[config.mk]
export PLATFORM = sky130hd
export DESIGN_NAME = adcc_top
export DESIGN_NICKNAME = d
export VERILOG_FILES = /design/src/hdl/adcc_pkg.sv /design/src/hdl/adcc_top.sv /design/src/hdl/adcc_clkdiv.sv
export SDC_FILE = /design/constraint.sdc
export NUM_CORES = 1
export LEC_CHECK = 0
export ABC_AREA = 0
export BUFFER_PORTS_ARGS = -buffer_cell sky130_fd_sc_hd__buf_4
export CAP_MARGIN = 20
export CORE_ASPECT_RATIO = 2
export CORE_MARGIN = 10
export CORE_UTILIZATION = 56
export CTS_CLUSTER_DIAMETER = 50
export DETAILED_ROUTE_END_ITERATION = 6
export GPL_TIMING_DRIVEN = 0
export PLACE_DENSITY = 0.82
export SLEW_MARGIN = 20
export SYNTH_ARGS = -nofsm -noshare
export SYNTH_HDL_FRONTEND = slang
export SYNTH_SLANG_ARGS = --single-unit
[constraint.sdc]
create_clock -name mclk -period 8.4 [get_ports mclk]
set_input_delay 0.84 -clock mclk [delete_from_list [all_inputs] [get_ports mclk]]
set_output_delay 0.84 -clock mclk [all_outputs]
set_load 0.01 [all_outputs]
[src/hdl/adcc_pkg.sv]
/*
  Constants for the conversion control block: register offsets, field positions,
  reset values and clock divider settings.
  Assumes a byte-wide data memory bus inside the controller core.
*/
`default_nettype none
package adcc_pkg;
  localparam logic [7:0] ADDR_RESULT_LOW = 8'h24;
  localparam logic [7:0] ADDR_RESULT_HIGH = 8'h25;
  localparam logic [7:0] ADDR_CONTROL = 8'h26;
  localparam logic [7:0] ADDR_CLOCK_SETTING = 8'h27;
  localparam int CTL_CHAN_LSB = 0;
  localparam int CTL_PCFG_LSB = 3;
  localparam int CTL_DONE_BIT = 6;
  localparam int CTL_START_BIT = 7;
  localparam int CLK_TEST_BIT = 7;
  localparam logic [7:0] CONTROL_RESET = 8'h40;
  localparam logic [7:0] CLOCK_SETTING_RESET = 8'h00;
  localparam logic [1:0] CLKSEL_DIV2 = 2'h0;
  localparam logic [1:0] CLKSEL_DIV8 = 2'h1;
  localparam logic [1:0] CLKSEL_DIV32 = 2'h2;
  localparam logic [4:0] HALF_DIV2 = 5'h00;
  localparam logic [4:0] HALF_DIV8 = 5'h03;
  localparam logic [4:0] HALF_DIV32 = 5'h0F;
  localparam logic [4:0] CONV_CLOCKS = 5'h10;
  localparam logic [9:0] RESULT_RESET = 10'h000;
  typedef enum logic [1:0] {ADCC_IDLE, ADCC_ARMED, ADCC_BUSY} adcc_state_t;
endpackage
`default_nettype wire

[src/hdl/adcc_top.sv]
/*
  Conversion control: control, clock setting and result registers on the
  controller's data memory bus, start handshake, channel and port line setup.
  Assumes a single-cycle byte bus on mclk and an analog core that returns a
  10-bit sample on sample_data, latched when the block pulses conv_sample.
*/
// Operation
// - Start pulse low-high-low; convert on falling edge
// - Rising start resets converter, sets done flag
// - Done flag bit 6 cleared on completion
// - Bits 2:0 select one of eight channels
// - Bits 5:3 configure port lines analog/digital
// - Analog lines lose digital, pull-high; converter on
// - All configuration bits zero powers converter off
// - Init pulse within ten cycles after change; the block pulses conv_reset only on a rising start
// - Ten-bit result in two read-only registers
// - High holds 9:2; low holds 1:0 at 7:6
`default_nettype none
module adcc_top #(
  parameter logic [4:0] CONV_CLOCKS = adcc_pkg::CONV_CLOCKS
) (
  input wire logic mclk,
  input wire logic rst,
  input wire logic [7:0] bus_addr,
  input wire logic bus_wr,
  input wire logic bus_rd,
  input wire logic [7:0] bus_wdata,
  output logic [7:0] bus_rdata,
  input wire logic [9:0] sample_data,
  output logic [2:0] chan_sel,
  output logic [7:0] analog_line_en,
  output logic [7:0] pull_high_dis,
  output logic conv_power_on,
  output logic conv_reset,
  output logic conv_sample,
  output logic test_mode
);
  logic [2:0] chan_q;
  logic [2:0] pcfg_q;
  logic start_q;
  logic done_flag_n_q;
  logic [1:0] clksel_q;
  logic test_q;
  logic [9:0] result_q;
  logic [4:0] conv_cnt_q;
  logic conv_tick;
  adcc_pkg::adcc_state_t state_q;
  logic wr_ctl;
  logic start_d;
  logic start_rise;
  logic start_fall;

  function automatic logic [7:0] line_map(input logic [2:0] k);
    if (k == 3'h7) begin
      line_map = 8'hFF;
    end else begin
      line_map = 8'((9'h001 << k) - 9'h001);
    end
  endfunction

  assign wr_ctl = bus_wr && (bus_addr == adcc_pkg::ADDR_CONTROL);
  assign start_d = wr_ctl ? bus_wdata[adcc_pkg::CTL_START_BIT] : start_q;
  assign start_rise = !start_q && start_d;
  assign start_fall = start_q && !start_d;

  always_ff @(posedge mclk) begin
    if (rst) begin
      chan_q <= 3'h0;
      pcfg_q <= 3'h0;
      start_q <= 1'b0;
    end else if (wr_ctl) begin
      chan_q <= bus_wdata[adcc_pkg::CTL_CHAN_LSB +: 3];
      pcfg_q <= bus_wdata[adcc_pkg::CTL_PCFG_LSB +: 3];
      start_q <= start_d;
    end
  end

  always_ff @(posedge mclk) begin
    if (rst) begin
      clksel_q <= adcc_pkg::CLOCK_SETTING_RESET[1:0];
      test_q <= 1'b0;
    end else if (bus_wr && bus_addr == adcc_pkg::ADDR_CLOCK_SETTING) begin
      clksel_q <= bus_wdata[1:0];
      test_q <= bus_wdata[adcc_pkg::CLK_TEST_BIT];
    end
  end

  adcc_clkdiv u_div (
    .mclk(mclk),
    .rst(rst),
    .run(state_q == adcc_pkg::ADCC_BUSY),
    .sel(clksel_q),
    .tick(conv_tick)
  );

  // Start handshake: rise resets and arms, fall begins conversion
  always_ff @(posedge mclk) begin
    if (rst) begin
      state_q <= adcc_pkg::ADCC_IDLE;
      conv_cnt_q <= 5'h00;
      done_flag_n_q <= adcc_pkg::CONTROL_RESET[adcc_pkg::CTL_DONE_BIT];
      conv_reset <= 1'b0;
      conv_sample <= 1'b0;
      result_q <= adcc_pkg::RESULT_RESET;
    end else begin
      conv_reset <= 1'b0;
      conv_sample <= 1'b0;
      if (start_rise) begin
        state_q <= adcc_pkg::ADCC_ARMED;
        done_flag_n_q <= 1'b1;
        conv_reset <= 1'b1;
        conv_cnt_q <= 5'h00;
      end else begin
        case (state_q)
          adcc_pkg::ADCC_IDLE: state_q <= adcc_pkg::ADCC_IDLE;
          adcc_pkg::ADCC_ARMED: begin
            if (start_fall) begin
              state_q <= adcc_pkg::ADCC_BUSY;
            end
          end
          adcc_pkg::ADCC_BUSY: begin
            if (conv_tick) begin
              if (conv_cnt_q == CONV_CLOCKS - 5'h01) begin
                state_q <= adcc_pkg::ADCC_IDLE;
                conv_sample <= 1'b1;
                result_q <= sample_data;
                done_flag_n_q <= 1'b0;
              end else begin
                conv_cnt_q <= conv_cnt_q + 5'h01;
              end
            end
          end
          default: state_q <= adcc_pkg::ADCC_IDLE;
        endcase
      end
    end
  end

  // Line setup; all-zero configuration powers the converter down
  always_ff @(posedge mclk) begin
    if (rst) begin
      chan_sel <= 3'h0;
      analog_line_en <= 8'h00;
      pull_high_dis <= 8'h00;
      conv_power_on <= 1'b0;
      test_mode <= 1'b0;
    end else begin
      chan_sel <= chan_q;
      analog_line_en <= line_map(pcfg_q);
      pull_high_dis <= line_map(pcfg_q);
      conv_power_on <= (pcfg_q != 3'h0);
      test_mode <= test_q;
    end
  end

  always_ff @(posedge mclk) begin
    if (rst) begin
      bus_rdata <= 8'h00;
    end else if (bus_rd) begin
      case (bus_addr)
        adcc_pkg::ADDR_RESULT_LOW: bus_rdata <= {result_q[1:0], 6'h00};
        adcc_pkg::ADDR_RESULT_HIGH: bus_rdata <= result_q[9:2];
        adcc_pkg::ADDR_CONTROL: bus_rdata <= {start_q, done_flag_n_q, pcfg_q, chan_q};
        adcc_pkg::ADDR_CLOCK_SETTING: bus_rdata <= {test_q, 5'h00, clksel_q};
        default: bus_rdata <= 8'h00;
      endcase
    end
  end
endmodule
`default_nettype wire

[src/hdl/adcc_clkdiv.sv]
/*
  Conversion clock divider: produces a one-cycle tick at the selected rate.
  Assumes the select comes from the clock setting register in the same domain.
*/
`default_nettype none
module adcc_clkdiv (
  input wire logic mclk,
  input wire logic rst,
  input wire logic run,
  input wire logic [1:0] sel,
  output logic tick
);
  logic [4:0] cnt_q;
  logic [4:0] half;
  logic phase_q;

  always_comb begin
    case (sel)
      adcc_pkg::CLKSEL_DIV2: half = adcc_pkg::HALF_DIV2;
      adcc_pkg::CLKSEL_DIV8: half = adcc_pkg::HALF_DIV8;
      adcc_pkg::CLKSEL_DIV32: half = adcc_pkg::HALF_DIV32;
      default: half = adcc_pkg::HALF_DIV32;
    endcase
  end

  // Tick once per full divided period (two halves)
  always_ff @(posedge mclk) begin
    if (rst || !run) begin
      cnt_q <= 5'h00;
      phase_q <= 1'b0;
      tick <= 1'b0;
    end else if (cnt_q >= half) begin
      cnt_q <= 5'h00;
      phase_q <= ~phase_q;
      tick <= phase_q;
    end else begin
      cnt_q <= cnt_q + 5'h01;
      tick <= 1'b0;
    end
  end
endmodule
`default_nettype wire

## Word level (Yosys, flattened, before mapping)

Cells that the tools add are included.

| cells by class | value |
|---|---|
| bitwise gates (word level) | 6 |
| shift-type cells | 1 |
| div/mod/pow operators | 0 |
| equal/unequal tests | 15 |
| mux-type cells | 11 |
| $add $sub $neg | 3 |
| reduce and logical (&&, ||, !) cells | 19 |
| $lt $le $gt $ge | 1 |
| multipliers | 0 |

Operators by type and width:

| cell | number |
|---|---|
| $eq A8 B6 Y1 const B | 4 |
| $pmux W8 S4 | 1 |
| $reduce_and A3 Y1 | 4 |
| $add A5 B1 Y5 const B | 2 |
| $ne A3 B3 Y1 const B | 3 |
| $mux W8 | 1 |
| $pmux W4 S2 | 1 |
| $shl A1 B3 Y8 const A | 1 |
| $sub A8 B1 Y8 const B | 1 |
| $mux W2 | 3 |
| $ne A2 B2 Y1 const B | 3 |
| $not A1 Y1 | 6 |
| $reduce_or A2 Y1 | 3 |
| $eq A5 B4 Y1 const B | 1 |
| $ge A5 B4 Y1 | 1 |
| $eq A2 B1 Y1 const B | 2 |
| $logic_and A1 B1 Y1 | 4 |
| $mux W1 | 4 |
| $pmux W2 S2 | 1 |
| $reduce_and A4 Y1 | 1 |
| $reduce_or A4 Y1 | 1 |
| $eq A3 B3 Y1 const B | 1 |
| $logic_not A1 Y1 | 3 |
| $reduce_bool A3 Y1 | 1 |
| other kinds (3) | 3 |

| storage, ports and cells | value |
|---|---|
| memories | 0 |
| memory bits (read-only) | 0 |
| word-level logic and storage cells | 76 |
| memory bits (writable) | 0 |
| flip-flop bits (word level) | 58 |
| input port bits | 30 |
| bits in latches | 0 |

## Logic depth before layout (Yosys ltp)

| depth | value |
|---|---|
| word-level depth | 8 |
| mapped depth | 11 |
| mapped depth without buffers | 8 |

## Hierarchy

From an unflattened synthesis, not the netlist that was laid out.

| second synthesis, totals | value |
|---|---|
| cells, all modules | 275 |
| area total of the unflattened synthesis | 2625.0 um^2 |

By module, submodules not included:

| module | cells each | area each (um^2) | seq. area each (um^2) | instances |
|---|---|---|---|---|
| adcc_top | 238 | 2265.9 | 1021.0 | 1 |
| adcc_clkdiv | 37 | 359.1 | 140.1 | 1 |

## Worst setup path before layout

Ideal clock, no wire load.

| timing path | value |
|---|---|
| path kind | input -> register |
| from | input port bus_addr[7] |
| to | register result_q[0] |
| path slack | 4.877 ns |
| required time | 8.272 ns |
| arrival | 3.396 ns |
| stages | 10 |
| buffers on the path | 2 |
| cells stage by stage | or4b_4 -> or4b_1 -> buf_6 -> mux2i_2 -> inv_1 -> ha_1 -> nor3_1 -> buf_1 -> mux2i_1 -> nor2_1 |

| between the ends | value |
|---|---|
| longest elaborated chain between the ends | 6 |

RTL lines:

| what | line | RTL |
|---|---|---|
| from (decl) | adcc_top.sv:24 | `input wire logic [7:0] bus_addr,` |
| $eq A8 B6 Y1 | adcc_top.sv:61 | `assign wr_ctl = bus_wr && (bus_addr == adcc_pkg::ADDR_CONTROL);` |
| $logic_and A1 B1 Y1 | adcc_top.sv:61 |  |
| $mux W1 | adcc_top.sv:62 | `assign start_d = wr_ctl ? bus_wdata[adcc_pkg::CTL_START_BIT] : start_q;` |
| named net start_d | adcc_top.sv:49 | `logic start_d;` |
| $logic_and A1 B1 Y1 | adcc_top.sv:63 | `assign start_rise = !start_q && start_d;` |
| named net start_rise | adcc_top.sv:50 | `logic start_rise;` |
| $not A1 Y1 (no source line) | -- |  |
| $reduce_and A4 Y1 (no source line) | -- |  |
| to (signal assigned) | adcc_top.sv:104 | `result_q <= adcc_pkg::RESULT_RESET;` |
| to (signal assigned) | adcc_top.sv:126 | `result_q <= sample_data;` |
| to (decl) | adcc_top.sv:44 | `logic [9:0] result_q;` |

The timed path passes the listed nets, and every way through them passes these cells.
A chain may end at the register's enable or synchronous reset.

## Final worst setup path

| timing path | value |
|---|---|
| from | input port bus_addr[7] |
| to | register result_q[2] |

The elaborated chain is that of the path after synthesis.

==> results by group <==
Run status
  – Outcome: finished clean

Placed design
  – Post-DP HPWL: approximately 4500 um
  – Port bufs: 57
  – Final Wtd Congestion: about 0.76

Cells and area
  – N_diodes: 0
  – # fillers: approximately 340
  – Share of cells above drive strength 1: 0.264
  – Area Growth Syn to Fin: 30.0%
  – Final nets: 368

STA
  – RSZ-0062 raised after global routing: no
  – Clock Skew: ~8.4 ps
  – Slew HR: 0.498
  – Fmax: approximately 0.28 GHz
  – Setup TNS: 0 ps
  – Pins Over Slew Limit: 0
  – Worst slew pin tran: between 700 and 800 ps
  – Minimum clock period: 3630 ps
  – Endpoints failing hold: 0
  – Fin crit share: 0.432
  – Hold Slack: 461 ps
  – Final setup viols: 0

Die
  – Ports: 61
  – Die height: 114 um
  – Core region area: roughly 4300 um^2
  – Std-Cell Rows: 34
  – Chip width: between 60 and 70 um
  – Initial Util: 0.573
  – Die area: around 7600 um^2

GRT
  – Remaining global-route overflow: 0
  – Pin count of the biggest net entering global routing: 11
  – Vias in the first global route: 2,136
  – Total track usage: 0.157
  – First-pass GRT wire length: 9330 um
  – Initial antenna violation count: 0

Logic synthesis
  – Area share of and/or/nand/nor cells after synthesis: 0.198
  – Post-synthesis xor/xnor area fraction: 0.0178
  – Distinct cells, synth: 39
  – Mux cell area share after synthesis: 0.113
  – Yosys warnings: 0
  – Syn Area/Cell: approximately 9.5 um^2
  – Compound-cell area share of the yosys netlist: 0.0808
  – Net Count, Synth: 300
  – Adder-cell share of the synthesized area: 0.0508
  – Post-Syn Area: 2460 um^2
  – Syn Inst Count: 260
  – Main combinational cell family by area after synthesis: simple AND/OR/NAND/NOR gates
  – Register area share after synthesis: 0.472
  – #FFs+latches synth: 58

Worst setup path
  – Max FO, Critical Path: 10
  – Crit path required time: between 8000 and 9000 ps
  – Slowest stage delay, CP: roughly 600 ps
  – Critical R2R Capture: result_q[2]
  – CP Depth: 11
  – Crit start category: primary input
  – CP Class: in2reg
  – CP startpoint: bus_addr[7]
  – R2r setup slk: 6160 ps
  – Endpoint type of the worst setup path: register
  – CP Capture Point: result_q[2]
  – Worst path arrival time: 3840 ps
  – CP cell instances: buf_4, or4b_4, or4b_1, buf_6, mux2i_2, inv_1, ha_1, nor3_1, buf_1, mux2i_1, nor2_1
  – Bufs and invs on worst path: 4
  – R2r startpoint: conv_cnt_q[0]
  – Top delay family on crit path: simple AND/OR/NAND/NOR gates
  – Worst r2r path cells: 8
  – Worst path slowest cell: buf_1

Power and ir drop
  – Leak: 1.37 nW
  – Pwr Density: 191 nW/um^2
  – Net switching fraction of the power: 0.193
  – Max rail drop VDD: 230 uV
  – Seq pwr share: 0.451
  – Comb power frac: 0.036
  – Sw power: 0.000117 W
  – Internal power: 0.000492 W
  – Clock share of power: 0.513

Clock tree
  – CTS tree: yes
  – H-tree depth: 3
  – CTS Sinks: just under 60
  – Cts bufs inserted: 9
  – Worst skew pair latency: 340 ps
  – Maximum clock path buffer count: 2
  – Root buf cell: clkbuf_8
  – Clock Pin Slew Worst Setup and Hold Paths: 60 ps
  – Post-CTS Setup Inserts: 0
  – Post-CTS Resized: 0
  – Hold_buf cts: 0

Job
  – Max_cap viols: 0

Worst hold path
  – HP Start: u_div.cnt_q[0]
  – Worst min-delay path class: reg2reg

Route
  – Vias/cell: around 5.1
  – Drt wl/cell: 14.8 um
  – Vias after detailed routing: 1,991
  – Drt first-iter violations: 62
  – Final ANT Viol Nets: 0
  – Drt total wl: 5720 um
  – 1st-pass router iterations: 5
  – DRC violations left: 0
==> power groups by stage <==
stage,sequential (W),clock [W],combinational [W]
final,0.000275,0.000313,0.0000220
after detailed placement,0.000281,0,0.0000220
after floorplan,0.000281,0,0.00000845
after CTS,0.000275,0.000318,0.0000221
after global routing,0.000275,0.000328,0.0000238
after global placement,0.000281,0,0.0000217
==> logic make-up after synthesis <==
| logic type | Yosys count |
|---|---|
| AND/OR/NAND/NOR | 96 |
| adder cells (fa/ha/maj) | 10 |
| XOR/XNOR | 5 |
| flip-flops | 58 |
| multiplexers | 26 |
| AO/OA/AOI/OAI | 31 |
| buffers and inverters | 34 |
==> cell type report <==
cell class | count | area (um^2) | share of cell area
Clock inverter | 4 | 98.8 | 0.0309
Timing Repair Buffer | 57 | 428 | 0.134
Clock buffer | 12 | 145 | 0.0453
Tap cell | 54 | 67.6 | 0.0211
Buffer | 22 | 121 | 0.0379
Sequential cell | 58 | 1160 | 0.363
Multi-Input combinational cell | 168 | 1130 | 0.354
Inverter | 12 | 45.0 | 0.0141
==> per-stage QoR <==
| step | instance area (um^2) | power, W | std cells | worst slack (ps) | util |
|---|---|---|---|---|---|
| floorplan | 2460 | 0.000290 | 260 | 4880 | - |
| global placement | 2960 | 0.000303 | 371 | 4510 | 0.688 |
| detailed placement | 2960 | 0.000303 | 371 | 4430 | 0.688 |
| CTS | 3200 | 0.000615 | 387 | 4770 | 0.745 |
| global route | 3200 | 0.000627 | 387 | 4600 | 0.745 |
| finish | 3200 | 0.000610 | 387 | 4770 | 0.745 |
==> synthesized netlist by cell type <==
cell type / n / share of area
dfxtp_1: 58 / 0.47
nor2_1: 40 / 0.061
mux2i_1: 22 / 0.089
nor2b_1: 15 / 0.038
a21oi_1: 14 / 0.028
inv_1: 12 / 0.018
clkbuf_1: 10 / 0.015
ha_1: 10 / 0.051
nand2b_1: 10 / 0.025
nand3_1: 9 / 0.018
buf_4: 8 / 0.024
nand2_1: 6 / 0.0092
a22o_1: 4 / 0.014
nor3_1: 3 / 0.0061
o21ai_0: 3 / 0.0061
o32ai_1: 3 / 0.011
xor2_1: 3 / 0.011
a211oi_1: 2 / 0.0061
a22oi_1: 2 / 0.0061
and3_1: 2 / 0.0051
buf_1: 2 / 0.0031
mux2_2: 2 / 0.0092
or2_2: 2 / 0.0051
or3_1: 2 / 0.0051
xnor2_1: 2 / 0.0071
a2111oi_0: 1 / 0.0036
and2_1: 1 / 0.0025
buf_2: 1 / 0.0020
buf_6: 1 / 0.0046
mux2i_2: 1 / 0.0056
mux4_2: 1 / 0.0092
nand3b_1: 1 / 0.0031
nand4_1: 1 / 0.0025
nor4_1: 1 / 0.0025
nor4bb_1: 1 / 0.0041
o211ai_1: 1 / 0.0031
o22ai_1: 1 / 0.0025
or4b_1: 1 / 0.0041
or4b_4: 1 / 0.0056
==> layout by cell type, fill, tap and decap left out, types with 2 or more instances in the layout <==
master	netlist	routed
clkbuf_1	10	12
a22o_1	4	4
xnor2_1	2	2
or2_2	2	2
xor2_1	3	3
buf_4	8	65
dfxtp_1	58	58
a21oi_1	14	14
bufinv_16	0	3
nand2_1	6	6
nand3_1	9	9
a22oi_1	2	2
ha_1	10	10
inv_1	12	12
a211oi_1	2	2
nand2b_1	10	10
nor2b_1	15	15
clkbuf_8	0	10
buf_1	2	2
mux2_2	2	2
o21ai_0	3	3
nor3_1	3	3
nor2_1	40	40
or3_1	2	2
mux2i_1	22	22
o32ai_1	3	3
and3_1	2	2
==> worst reg2reg max path: cells and delay by family, from the launching register on <==
family,cells,cell delay [ps]
adder cells (fa/ha/maj),2,360
flip-flops,1,370
AND/OR/NAND/NOR,4,530
buffers and inverters,1,600
multiplexers,1,260
==> worst min path at each step <==
stage	end	slack, ps	cells after the start
CTS	u_div.tick	470	2
global placement	u_div.tick	450	2
global route	bus_rdata[2]	490	2
detailed placement	u_div.cnt_q[0]	450	1
finish	u_div.cnt_q[0]	460	1
floorplan	u_div.cnt_q[0]	430	1
==> registers in the layout, indices dropped and copies added (netlist names) <==
| name | cells |
|---|---|
| bus_rdata | 8 |
| chan_q | 3 |
| chan_sel | 3 |
| clksel_q | 2 |
| conv_cnt_q | 5 |
| conv_power_on | 1 |
| conv_reset | 1 |
| conv_sample | 1 |
| done_flag_n_q | 1 |
| pcfg_q | 3 |
| pull_high_dis | 8 |
| result_q | 10 |
| start_q | 1 |
| state_q | 2 |
| test_mode | 1 |
| test_q | 1 |
| u_div.cnt_q | 5 |
| u_div.phase_q | 1 |
| u_div.tick | 1 |
==> routing by layer <==
metal / GRT usage / vias up / share of wire
met1: 0.131 / 906 / 0.34
met2: 0.296 / 62 / 0.55
met3: 0.0550 / 18 / 0.080
met5: 0 / - / 0
li1: - / 1005 / -
met4: 0.0909 / 0 / 0.026
Power figures use the tool's default switching activity.
